## config.mk

```make
export PLATFORM = sky130hd
export DESIGN_NAME = pmd_decode
export DESIGN_NICKNAME = d
export VERILOG_FILES = /design/src/design/pmd_limiter.v /design/src/design/pmd_decode.v
export VERILOG_INCLUDE_DIRS = /design/src /design/src/design
export SDC_FILE = /design/constraint.sdc
export NUM_CORES = 2
export LEC_CHECK = 0
export BUFFER_PORTS_ARGS = -buffer_cell sky130_fd_sc_hd__buf_2
export CAP_MARGIN = 25
export CORE_ASPECT_RATIO = 1.4
export CORE_MARGIN = 3
export CORE_UTILIZATION = 40
export CTS_BUF_LIST = sky130_fd_sc_hd__clkbuf_4 sky130_fd_sc_hd__clkbuf_8
export CTS_CLUSTER_SIZE = 24
export DETAILED_ROUTE_END_ITERATION = 16
export GPL_TIMING_DRIVEN = 0
export PLACE_DENSITY = 0.7
export SYNTH_ARGS = -nofsm -noshare
export SYNTH_HDL_FRONTEND = slang
export SYNTH_SLANG_ARGS = --single-unit
export TNS_END_PERCENT = 50
```

## constraint.sdc

```tcl
create_clock -name clk_sys -period 10.2 [get_ports clk_sys]
set_input_delay 1.02 -clock clk_sys [delete_from_list [all_inputs] [get_ports clk_sys]]
set_output_delay 1.02 -clock clk_sys [all_outputs]
set_load 0.01 [all_outputs]
```

## src/design/pmd_map.vh

```
// field codes, opcode patterns and timing counts of the parallel move decoder
`ifndef PMD_MAP_VH
`define PMD_MAP_VH

// move word patterns, matched against instruction bits 23:8
`define PMD_UPD_MASK 16'hffe0
`define PMD_UPD_PAT 16'h2040
`define PMD_REG_MASK 16'hfc00
`define PMD_REG_PAT 16'h2000
`define PMD_XMEM_MASK 16'hc800
`define PMD_XMEM_PAT 16'h4000

// field positions inside the 24-bit instruction word
`define PMD_XMEM_DIR_BIT 15
`define PMD_XMEM_LONG_BIT 14
`define PMD_CCR_LIMIT_BIT 6

// register field codes
`define PMD_RC_X0 5'h04
`define PMD_RC_X1 5'h05
`define PMD_RC_Y0 5'h06
`define PMD_RC_Y1 5'h07
`define PMD_RC_A0 5'h08
`define PMD_RC_B0 5'h09
`define PMD_RC_A2 5'h0a
`define PMD_RC_B2 5'h0b
`define PMD_RC_A1 5'h0c
`define PMD_RC_B1 5'h0d
`define PMD_RC_A 5'h0e
`define PMD_RC_B 5'h0f

// effective address modes (three mode bits)
`define PMD_EA_POST_SUB_OFF 3'h0
`define PMD_EA_POST_ADD_OFF 3'h1
`define PMD_EA_POST_DEC 3'h2
`define PMD_EA_POST_INC 3'h3
`define PMD_EA_PLAIN 3'h4
`define PMD_EA_INDEXED 3'h5
`define PMD_EA_LONG 3'h6
`define PMD_EA_PRE_DEC 3'h7
`define PMD_EA_ABS_CODE 6'h30
`define PMD_EA_IMM_CODE 6'h34

// saturation constants and reset value
`define PMD_SAT_POS 24'h7fffff
`define PMD_SAT_NEG 24'h800000
`define PMD_RST_WORD 24'h000000

// memory read latency in clocks (one registered cycle)
`define PMD_MEM_LAT_CYC 1

`endif

```

## src/design/pmd_limiter.v

```verilog
// accumulator to 24-bit word limiter
`timescale 1ns/1ps
`include "pmd_map.vh"
module pmd_limiter (
  acc,
  word,
  clipped
);
  input wire [55:0] acc;
  output reg [23:0] word;
  output reg clipped;

  // ---------------------------------------------------------------
  // limiting
  // ---------------------------------------------------------------
  // extension in use when bits 55..47 are not all equal
  always @* begin
    clipped = (acc[55:47] != {9{acc[55]}});
    if (clipped) begin
      word = acc[55] ? `PMD_SAT_NEG : `PMD_SAT_POS;
    end else begin
      word = acc[47:24];
    end
  end
endmodule // pmd_limiter

```

## src/design/pmd_decode.v

```verilog
// parallel move decoder: register, address update and first data memory moves
`timescale 1ns/1ps
`include "pmd_map.vh"
module pmd_decode #(
  parameter AW = 16
) (
  input wire clk_sys,
  input wire nrst,
  input wire instr_valid,
  input wire [23:0] instr_word,
  input wire ext_valid,
  input wire [23:0] ext_word,
  input wire [23:0] mem_rdata,
  input wire alu_wr_a,
  input wire alu_wr_b,
  input wire [55:0] alu_result,
  input wire limit_clear,
  input wire [3:0] dbg_sel,
  output reg ready_q,
  output reg ext_req_q,
  output reg done_q,
  output reg [AW-1:0] mem_addr_q,
  output reg [23:0] mem_wdata_q,
  output reg mem_we_q,
  output reg mem_re_q,
  output reg ccr_limit_q,
  output reg [23:0] alu_input_x_first_q,
  output reg [23:0] alu_input_x_second_q,
  output reg [23:0] alu_input_y_first_q,
  output reg [23:0] alu_input_y_second_q,
  output reg [55:0] acc_one_q,
  output reg [55:0] acc_two_q,
  output reg [AW-1:0] dbg_data_q
);
  // ---------------------------------------------------------------
  // states and kinds
  // ---------------------------------------------------------------
  localparam ST_IDLE = 2'd0;
  localparam ST_EXT = 2'd1;
  localparam ST_EXE = 2'd2;
  localparam ST_RD = 2'd3;
  localparam K_NONE = 2'd0;
  localparam K_REG = 2'd1;
  localparam K_UPD = 2'd2;
  localparam K_XMEM = 2'd3;

  reg [1:0] state_q;
  reg [1:0] kind_q;
  reg [5:0] ea_q;
  reg dir_q;
  reg short_q;
  reg [4:0] dst_q;
  reg [4:0] src_q;
  reg [23:0] ext_q;
  reg [AW-1:0] address_pointers [0:7];
  reg [AW-1:0] address_offsets [0:7];
  // pending address register writes, one from ea update, one from move
  reg upd_pend_q;
  reg [2:0] upd_idx_q;
  reg [AW-1:0] upd_val_q;
  reg dst_pend_q;
  reg dst_off_q;
  reg [2:0] dst_idx_q;
  reg [AW-1:0] dst_val_q;
  // arithmetic result held from the take until execute
  reg alu_wa_q;
  reg alu_wb_q;
  reg [55:0] alu_res_q;

  wire take = instr_valid & ready_q;
  wire [15:0] mv = instr_word[23:8];
  wire is_upd = (mv & `PMD_UPD_MASK) == `PMD_UPD_PAT;
  wire is_reg = ((mv & `PMD_REG_MASK) == `PMD_REG_PAT) & ~is_upd;
  wire is_xmem = (mv & `PMD_XMEM_MASK) == `PMD_XMEM_PAT;
  wire [4:0] xmem_reg = {instr_word[21:20], instr_word[18:16]};
  wire [5:0] six_field = instr_word[13:8];
  wire needs_ext = is_xmem & instr_word[`PMD_XMEM_LONG_BIT] &
    ((six_field == `PMD_EA_ABS_CODE) | (six_field == `PMD_EA_IMM_CODE));

  // ---------------------------------------------------------------
  // effective address
  // ---------------------------------------------------------------
  wire [2:0] ea_mode = ea_q[5:3];
  wire [2:0] ea_idx = ea_q[2:0];
  wire [AW-1:0] rv = address_pointers[ea_idx];
  wire [AW-1:0] nv = address_offsets[ea_idx];
  reg [AW-1:0] ea_addr;
  reg [AW-1:0] ea_new;
  reg ea_upd;

  // pointer reads see only committed values, hence the pipeline delay
  always @* begin
    ea_addr = rv;
    ea_new = rv;
    ea_upd = 1'b0;
    case (ea_mode)
      `PMD_EA_POST_SUB_OFF: begin
        ea_new = rv - nv;
        ea_upd = 1'b1;
      end
      `PMD_EA_POST_ADD_OFF: begin
        ea_new = rv + nv;
        ea_upd = 1'b1;
      end
      `PMD_EA_POST_DEC: begin
        ea_new = rv - {{(AW-1){1'b0}}, 1'b1};
        ea_upd = 1'b1;
      end
      `PMD_EA_POST_INC: begin
        ea_new = rv + {{(AW-1){1'b0}}, 1'b1};
        ea_upd = 1'b1;
      end
      `PMD_EA_INDEXED: ea_addr = rv + nv;
      `PMD_EA_PRE_DEC: begin
        ea_new = rv - {{(AW-1){1'b0}}, 1'b1};
        ea_addr = ea_new;
        ea_upd = 1'b1;
      end
      `PMD_EA_LONG: ea_addr = ext_q[AW-1:0];
      default: ea_addr = rv;
    endcase
  end

  // ---------------------------------------------------------------
  // source read
  // ---------------------------------------------------------------
  wire [23:0] lim_word;
  wire lim_clip;
  pmd_limiter u_lim (
    .acc(src_q[0] ? acc_two_q : acc_one_q),
    .word(lim_word),
    .clipped(lim_clip)
  );

  reg [23:0] src_val;
  reg src_clip;
  // operands read the values held before this instruction's writes, except a pre-decremented source pointer
  always @* begin
    src_clip = 1'b0;
    case (src_q)
      `PMD_RC_X0: src_val = alu_input_x_first_q;
      `PMD_RC_X1: src_val = alu_input_x_second_q;
      `PMD_RC_Y0: src_val = alu_input_y_first_q;
      `PMD_RC_Y1: src_val = alu_input_y_second_q;
      `PMD_RC_A0: src_val = acc_one_q[23:0];
      `PMD_RC_B0: src_val = acc_two_q[23:0];
      `PMD_RC_A2: src_val = {{16{acc_one_q[55]}}, acc_one_q[55:48]};
      `PMD_RC_B2: src_val = {{16{acc_two_q[55]}}, acc_two_q[55:48]};
      `PMD_RC_A1: src_val = acc_one_q[47:24];
      `PMD_RC_B1: src_val = acc_two_q[47:24];
      `PMD_RC_A, `PMD_RC_B: begin
        src_val = lim_word;
        src_clip = lim_clip;
      end
      default: begin
        if (src_q[4:3] == 2'b10) begin
          // a pre-decremented pointer stores its updated value
          if (kind_q == K_XMEM && ea_mode == `PMD_EA_PRE_DEC && !short_q && ea_idx == src_q[2:0]) begin
            src_val = {{(24-AW){1'b0}}, ea_new};
          end else begin
            src_val = {{(24-AW){1'b0}}, address_pointers[src_q[2:0]]};
          end
        end else if (src_q[4:3] == 2'b11) begin
          src_val = {{(24-AW){1'b0}}, address_offsets[src_q[2:0]]};
        end else begin
          src_val = `PMD_RST_WORD;
        end
      end
    endcase
  end

  // ---------------------------------------------------------------
  // destination write select
  // ---------------------------------------------------------------
  reg wr_en;
  reg [23:0] wr_val;
  wire mem_read = (kind_q == K_XMEM) & dir_q;
  wire is_imm = !short_q && ea_q == `PMD_EA_IMM_CODE;
  wire [AW-1:0] x_addr = short_q ? {{(AW-6){1'b0}}, ea_q} : ea_addr;

  always @* begin
    wr_en = 1'b0;
    wr_val = mem_rdata;
    if (state_q == ST_RD) begin
      wr_en = 1'b1;
    end else if (state_q == ST_EXE) begin
      if (kind_q == K_REG) begin
        wr_en = 1'b1;
        wr_val = src_val;
      end else if (mem_read && is_imm) begin
        wr_en = 1'b1;
        wr_val = ext_q;
      end
    end
  end

  // ---------------------------------------------------------------
  // sequencing and memory side
  // ---------------------------------------------------------------
  always @(posedge clk_sys or negedge nrst) begin
    if (!nrst) begin
      state_q <= ST_IDLE;
      ready_q <= 1'b0;
      ext_req_q <= 1'b0;
      done_q <= 1'b0;
      kind_q <= K_NONE;
      ea_q <= 6'h00;
      dir_q <= 1'b0;
      short_q <= 1'b0;
      dst_q <= 5'h00;
      src_q <= 5'h00;
      ext_q <= `PMD_RST_WORD;
      mem_addr_q <= {AW{1'b0}};
      mem_wdata_q <= `PMD_RST_WORD;
      mem_we_q <= 1'b0;
      mem_re_q <= 1'b0;
    end else begin
      done_q <= 1'b0;
      mem_we_q <= 1'b0;
      mem_re_q <= 1'b0;
      case (state_q)
        ST_IDLE: begin
          ready_q <= 1'b1;
          if (take) begin
            ready_q <= 1'b0;
            dir_q <= instr_word[`PMD_XMEM_DIR_BIT];
            short_q <= is_xmem & ~instr_word[`PMD_XMEM_LONG_BIT];
            dst_q <= is_xmem ? xmem_reg : instr_word[12:8];
            src_q <= is_xmem ? xmem_reg : instr_word[17:13];
            if (is_upd) begin
              kind_q <= K_UPD;
              ea_q <= {1'b0, instr_word[12:8]};
            end else begin
              kind_q <= is_xmem ? K_XMEM : (is_reg ? K_REG : K_NONE);
              ea_q <= six_field;
            end
            if (needs_ext) begin
              ext_req_q <= 1'b1;
              state_q <= ST_EXT;
            end else begin
              state_q <= ST_EXE;
            end
          end
        end
        ST_EXT: begin
          if (ext_valid) begin
            ext_req_q <= 1'b0;
            ext_q <= ext_word;
            state_q <= ST_EXE;
          end
        end
        ST_EXE: begin
          if (kind_q == K_XMEM && !(mem_read && is_imm)) begin
            mem_addr_q <= x_addr;
            if (mem_read) begin
              mem_re_q <= 1'b1;
              state_q <= ST_RD;
            end else begin
              mem_we_q <= 1'b1;
              mem_wdata_q <= src_val;
              done_q <= 1'b1;
              ready_q <= 1'b1;
              state_q <= ST_IDLE;
            end
          end else begin
            done_q <= 1'b1;
            ready_q <= 1'b1;
            state_q <= ST_IDLE;
          end
        end
        ST_RD: begin
          done_q <= 1'b1;
          ready_q <= 1'b1;
          state_q <= ST_IDLE;
        end
        default: state_q <= ST_IDLE;
      endcase
    end
  end

  // ---------------------------------------------------------------
  // data registers and limit flag
  // ---------------------------------------------------------------
  // arithmetic results land at execute, after the move has read its source;
  // a move to the same accumulator is the sequencer's fault, the move wins
  wire lim_event = (state_q == ST_EXE) & src_clip &
    ((kind_q == K_REG) | ((kind_q == K_XMEM) & ~dir_q));
  always @(posedge clk_sys or negedge nrst) begin
    if (!nrst) begin
      alu_input_x_first_q <= `PMD_RST_WORD;
      alu_input_x_second_q <= `PMD_RST_WORD;
      alu_input_y_first_q <= `PMD_RST_WORD;
      alu_input_y_second_q <= `PMD_RST_WORD;
      acc_one_q <= 56'h0;
      acc_two_q <= 56'h0;
      ccr_limit_q <= 1'b0;
      alu_wa_q <= 1'b0;
      alu_wb_q <= 1'b0;
      alu_res_q <= 56'h0;
    end else begin
      // set wins over clear; update moves never reach lim_event
      ccr_limit_q <= lim_event | (ccr_limit_q & ~limit_clear);
      if (take) begin
        alu_wa_q <= alu_wr_a;
        alu_wb_q <= alu_wr_b;
        alu_res_q <= alu_result;
      end
      if (state_q == ST_EXE && alu_wa_q) begin
        acc_one_q <= alu_res_q;
      end
      if (state_q == ST_EXE && alu_wb_q) begin
        acc_two_q <= alu_res_q;
      end
      if (wr_en) begin
        case (dst_q)
          `PMD_RC_X0: alu_input_x_first_q <= wr_val;
          `PMD_RC_X1: alu_input_x_second_q <= wr_val;
          `PMD_RC_Y0: alu_input_y_first_q <= wr_val;
          `PMD_RC_Y1: alu_input_y_second_q <= wr_val;
          `PMD_RC_A0: acc_one_q[23:0] <= wr_val;
          `PMD_RC_B0: acc_two_q[23:0] <= wr_val;
          `PMD_RC_A2: acc_one_q[55:48] <= wr_val[7:0];
          `PMD_RC_B2: acc_two_q[55:48] <= wr_val[7:0];
          `PMD_RC_A1: acc_one_q[47:24] <= wr_val;
          `PMD_RC_B1: acc_two_q[47:24] <= wr_val;
          `PMD_RC_A: acc_one_q <= {{8{wr_val[23]}}, wr_val, 24'h000000};
          `PMD_RC_B: acc_two_q <= {{8{wr_val[23]}}, wr_val, 24'h000000};
          default: ;
        endcase
      end
    end
  end

  // ---------------------------------------------------------------
  // address registers with one instruction of delay
  // ---------------------------------------------------------------
  // pending writes commit at the next instruction's execute edge, after
  // that instruction has read the old values
  wire commit = (state_q == ST_EXE);
  wire new_upd = commit & ea_upd & ((kind_q == K_UPD) | ((kind_q == K_XMEM) & ~short_q));
  wire new_dst = wr_en & dst_q[4];
  always @(posedge clk_sys or negedge nrst) begin
    if (!nrst) begin
      upd_pend_q <= 1'b0;
      upd_idx_q <= 3'h0;
      upd_val_q <= {AW{1'b0}};
      dst_pend_q <= 1'b0;
      dst_off_q <= 1'b0;
      dst_idx_q <= 3'h0;
      dst_val_q <= {AW{1'b0}};
    end else begin
      if (commit) begin
        upd_pend_q <= new_upd;
        upd_idx_q <= ea_idx;
        upd_val_q <= ea_new;
      end
      if (commit) begin
        dst_pend_q <= new_dst;
      end else if (new_dst) begin
        dst_pend_q <= 1'b1;
      end
      if (new_dst) begin
        dst_off_q <= dst_q[3];
        dst_idx_q <= dst_q[2:0];
        dst_val_q <= wr_val[AW-1:0];
      end
    end
  end

  genvar gi;
  generate
    for (gi = 0; gi < 8; gi = gi + 1) begin : g_addr
      // a move write to the same pointer overrides its ea update
      always @(posedge clk_sys or negedge nrst) begin
        if (!nrst) begin
          address_pointers[gi] <= {AW{1'b0}};
          address_offsets[gi] <= {AW{1'b0}};
        end else if (commit) begin
          if (dst_pend_q && !dst_off_q && dst_idx_q == gi) begin
            address_pointers[gi] <= dst_val_q;
          end else if (upd_pend_q && upd_idx_q == gi) begin
            address_pointers[gi] <= upd_val_q;
          end
          if (dst_pend_q && dst_off_q && dst_idx_q == gi) begin
            address_offsets[gi] <= dst_val_q;
          end
        end
      end
    end
  endgenerate

  // registered debug view of committed address registers
  always @(posedge clk_sys or negedge nrst) begin
    if (!nrst) begin
      dbg_data_q <= {AW{1'b0}};
    end else begin
      dbg_data_q <= dbg_sel[3] ? address_offsets[dbg_sel[2:0]] : address_pointers[dbg_sel[2:0]];
    end
  end
endmodule // pmd_decode

```

==> reports/metrics.csv <==
stage;metric;value;unit
yosys;Mapped Nets;4006;
placed_design;# port buffers;396;
final_layout;nets;4571;
yosys;Post-synth EDFFs;0;
timing;minimum clock period after layout;8.80;ns
clocking;clock latency on the worst-skew pair;0.89;ns
yosys;register area share after synthesis;0.426;
clocking;TritonCTS clock tree;done;
placed_design;Cells after DPL;5572;
clocking;TritonCTS Buffers;108;
pwr;maximum VDD drop;0.212;mV
routing;Routed Antenna Nets;0;
timing;crit share post-route;0.863;
worst_setup_path;Max Fanout on Critical Path;11;
final_layout;layout cell share with drive strength beyond 1;0.257;
worst_setup_path;Buf+Inv Stages, Crit Path;9;
timing;Hold Fails Final Rpt;0;
timing;clock skew;0.0897;ns
worst_setup_path;crit path DAT;9.49;ns
global_routing;vias in the first global route;37500;
yosys;Ys Warns;0;
yosys;Avg Cell Area, Syn;10.3;um2
pwr;Design Power;18600;uW
routing;Starting DRT DRC Count;5054;
timing;Slew Limit Fails;0;
min_path;worst min path class;in2async;
clocking;Reg clk slew, reported paths;0.07;ns
global_routing;initial antenna violation count;30;
floorplanning;IO Count;409;
timing;setup ws final;1.40;ns
worst_setup_path;crit path cell chain;buf_6 > buf_6 > buf_4 > buf_2 > buf_4 > buf_2 > buf_2 > mux4_2 > nand2_1 > and2_1 > inv_1 > fa_1 > a211oi_1 > nor2_1 > o21a_1 > o311ai_0 > nand4_1 > a221oi_1 > a21oi_1 > o22ai_1 > buf_2 > o221ai_1;
worst_setup_path;critical setup path kind;reg2reg;
global_routing;first-pass GRT wire length;291000;um
pwr;power per cell area;401;nW/um2
routing;vias per cell;6.61;
status;status;finished, final reports clean;
yosys;Synth Area in Compound Gates;0.144;
worst_setup_path;Critical Path Start Type;flop;
routing;DRT Pass-1 Iters;8;
floorplanning;Core Rows;135;
timing;Setup TNS Final;0;ns
worst_setup_path;Worst EP required;10.89;ns
clocking;H-tree depth;3;
global_routing;GRT Overall Usage;0.404;
yosys;Synth Area in Adders;0.0112;
timing;RSZ-0062 raised after global routing;false;
worst_setup_path;max incr delay on CP;1.02;ns
floorplanning;die width;271;um
worst_setup_path;CP dominant cell by count;buf_2;
routing;Avg WL per Cell;36.1;um
clocking;Sink Count;671;
final_layout;Area Growth Syn to Fin;17.8;%
placed_design;GP Congestion;1.05;
yosys;simple-gate share of the synthesized area;0.124;
floorplanning;DIE HEIGHT;377;um
clocking;CTS Hold Buffers Added;0;
clocking;Post-CTS Setup Bufs;0;
timing;worst slew pin tran;1.20;ns
timing;max frequency;0.114;GHz
worst_setup_path;Slowest-stage cell, CP;a221oi_1;
final_layout;non-filler cells, final;5812;
global_routing;gr ovfl total;0;
worst_setup_path;crit path capture type;flop;
final_layout;commonest non-fill, non-tap cell in the layout;dfrtp_1;
placed_design;pre-CTS setup slack;1.78;ns
clocking;CTS resizes;0;
timing;Slew headroom;0.200;
routing;final WL;210000;um
yosys;Syn Std Cell Area;39400;um2
yosys;Synth Instances;3833;
clocking;Root Buffer;clkbuf_8;
floorplanning;core region area;97300;um2
final_layout;fillers;9260;
global_routing;largest net degree at the start of global routing;125;
yosys;FF+latch count, synth;671;
yosys;Cell variety after synth;93;
floorplanning;die area;102000;um2
placed_design;hpwl dp;158000;um
timing;final setup violation count;0;
routing;Vias;38400;
clocking;clock tree buffer depth;3;
floorplanning;Starting Density;0.405;
yosys;multiplexer area fraction after synthesis;0.247;
final_layout;Layout Utilization;0.477;
yosys;ys flop type;dfrtp_1;
yosys;XOR/XNOR Fraction of Synth Area;0.0102;
run;maxcap violations;0;
yosys;Post-synth ARST share;1.00;
yosys;largest family of logic cells by synthesized area;multiplexers;
final_layout;most frequent cells in the layout;dfrtp_1 (671), nand2_1 (585), buf_2 (429);
worst_setup_path;CP top delay family;buffers and inverters;
routing;drt drc;0;
pwr;Static Leak;0.0209;uW
[cell usage after synthesis, types with 34 or more instances]
cell      instances  share of area
inv_1            34         0.0032
a22oi_1          49         0.0093
mux2_2          223          0.064
nand2_1         585          0.056
and3_1           46         0.0073
mux4_2          200           0.11
a21oi_1         218          0.028
mux2i_1         266          0.068
o21ai_1          69         0.0088
buf_1            65         0.0062
nand3_1          59         0.0075
a211oi_1         47         0.0089
o21ai_0         267          0.034
nor2_1          209          0.020
nor3_1           58         0.0074
dfrtp_1         671           0.43
o22ai_1          58         0.0092
clkbuf_1        225          0.021
[kinds of logic (layout without fill, tap and decap cells)]
kind of cell	Yosys count	in the layout
buffers and inverters	371	1022
DFF	671	671
AOI/OAI and AO/OA	919	919
muxes	692	692
and+or+nand+nor	1101	1101
xor gates and xnor gates	45	45
adders and majority gates	34	34
other	0	27
[registers in the layout, summed over array words and instances, names as in the netlist, 2 cells and up]
signal and cells:
acc_one_q 56, acc_two_q 56, address_offsets 128, address_pointers 128
alu_input_x_first_q 24, alu_input_x_second_q 24, alu_input_y_first_q 24, alu_input_y_second_q 24
alu_res_q 56, dbg_data_q 16, dst_idx_q 3, dst_q 5
dst_val_q 16, ea_q 6, ext_q 24, kind_q 2
mem_addr_q 16, mem_wdata_q 24, src_q 5, state_q 2
upd_idx_q 3, upd_val_q 16
[metrics by stage]
step	area, um2	hold slack (ns)
final	46500	0.145
after global routing	46400	0.204
after CTS	46200	0.146
after detailed placement	43700	0.461
after global placement	43000	0.459
after floorplan	39400	0.446
[final cells by class]
class                      instances  area, um2  share of cell area
inverter                          37        139             0.00299
multi-input combinational       2791      21200               0.456
buffer                           334       1350              0.0291
sequential                       671      16800               0.361
timing repair buffer             455       2830              0.0609
clock buffer                     162       2090              0.0449
tap                             1301       1630              0.0350
antenna                           27       67.6             0.00145
clock inverter                    34        382             0.00822
[layer usage]
| layer | vias up | global-route usage | share of wire |
|---|---|---|---|
| met5 | - | 0.00766 | 0.0012 |
| met4 | 20 | 0.401 | 0.12 |
| met3 | 1025 | 0.136 | 0.11 |
| met2 | 3021 | 0.625 | 0.45 |
| met1 | 19000 | 0.423 | 0.32 |
| li1 | 15300 | - | - |
[final timing paths]
check	from	to	slack [ns]	cells after the start
worst min-delay path	nrst	alu_res_q[3]	0.14	1
worst min register to register	mem_wdata_q[5]	mem_wdata_q[5]	0.47	2
worst max register to register	ea_q[1]	acc_one_q[54]	1.40	22
worst max-delay path	ea_q[1]	acc_one_q[54]	1.40	22
max in group asynchronous	nrst	mem_addr_q[8]	7.98	4
min in group clk_sys	ext_word[22]	ext_q[22]	0.36	3
[power breakdown]
group	internal [uW]	switching (uW)
Sequential	3760	1470
Combinational	3860	6790
Clock	1470	1260
No activity file was read; power rests on OpenSTA's default activity.
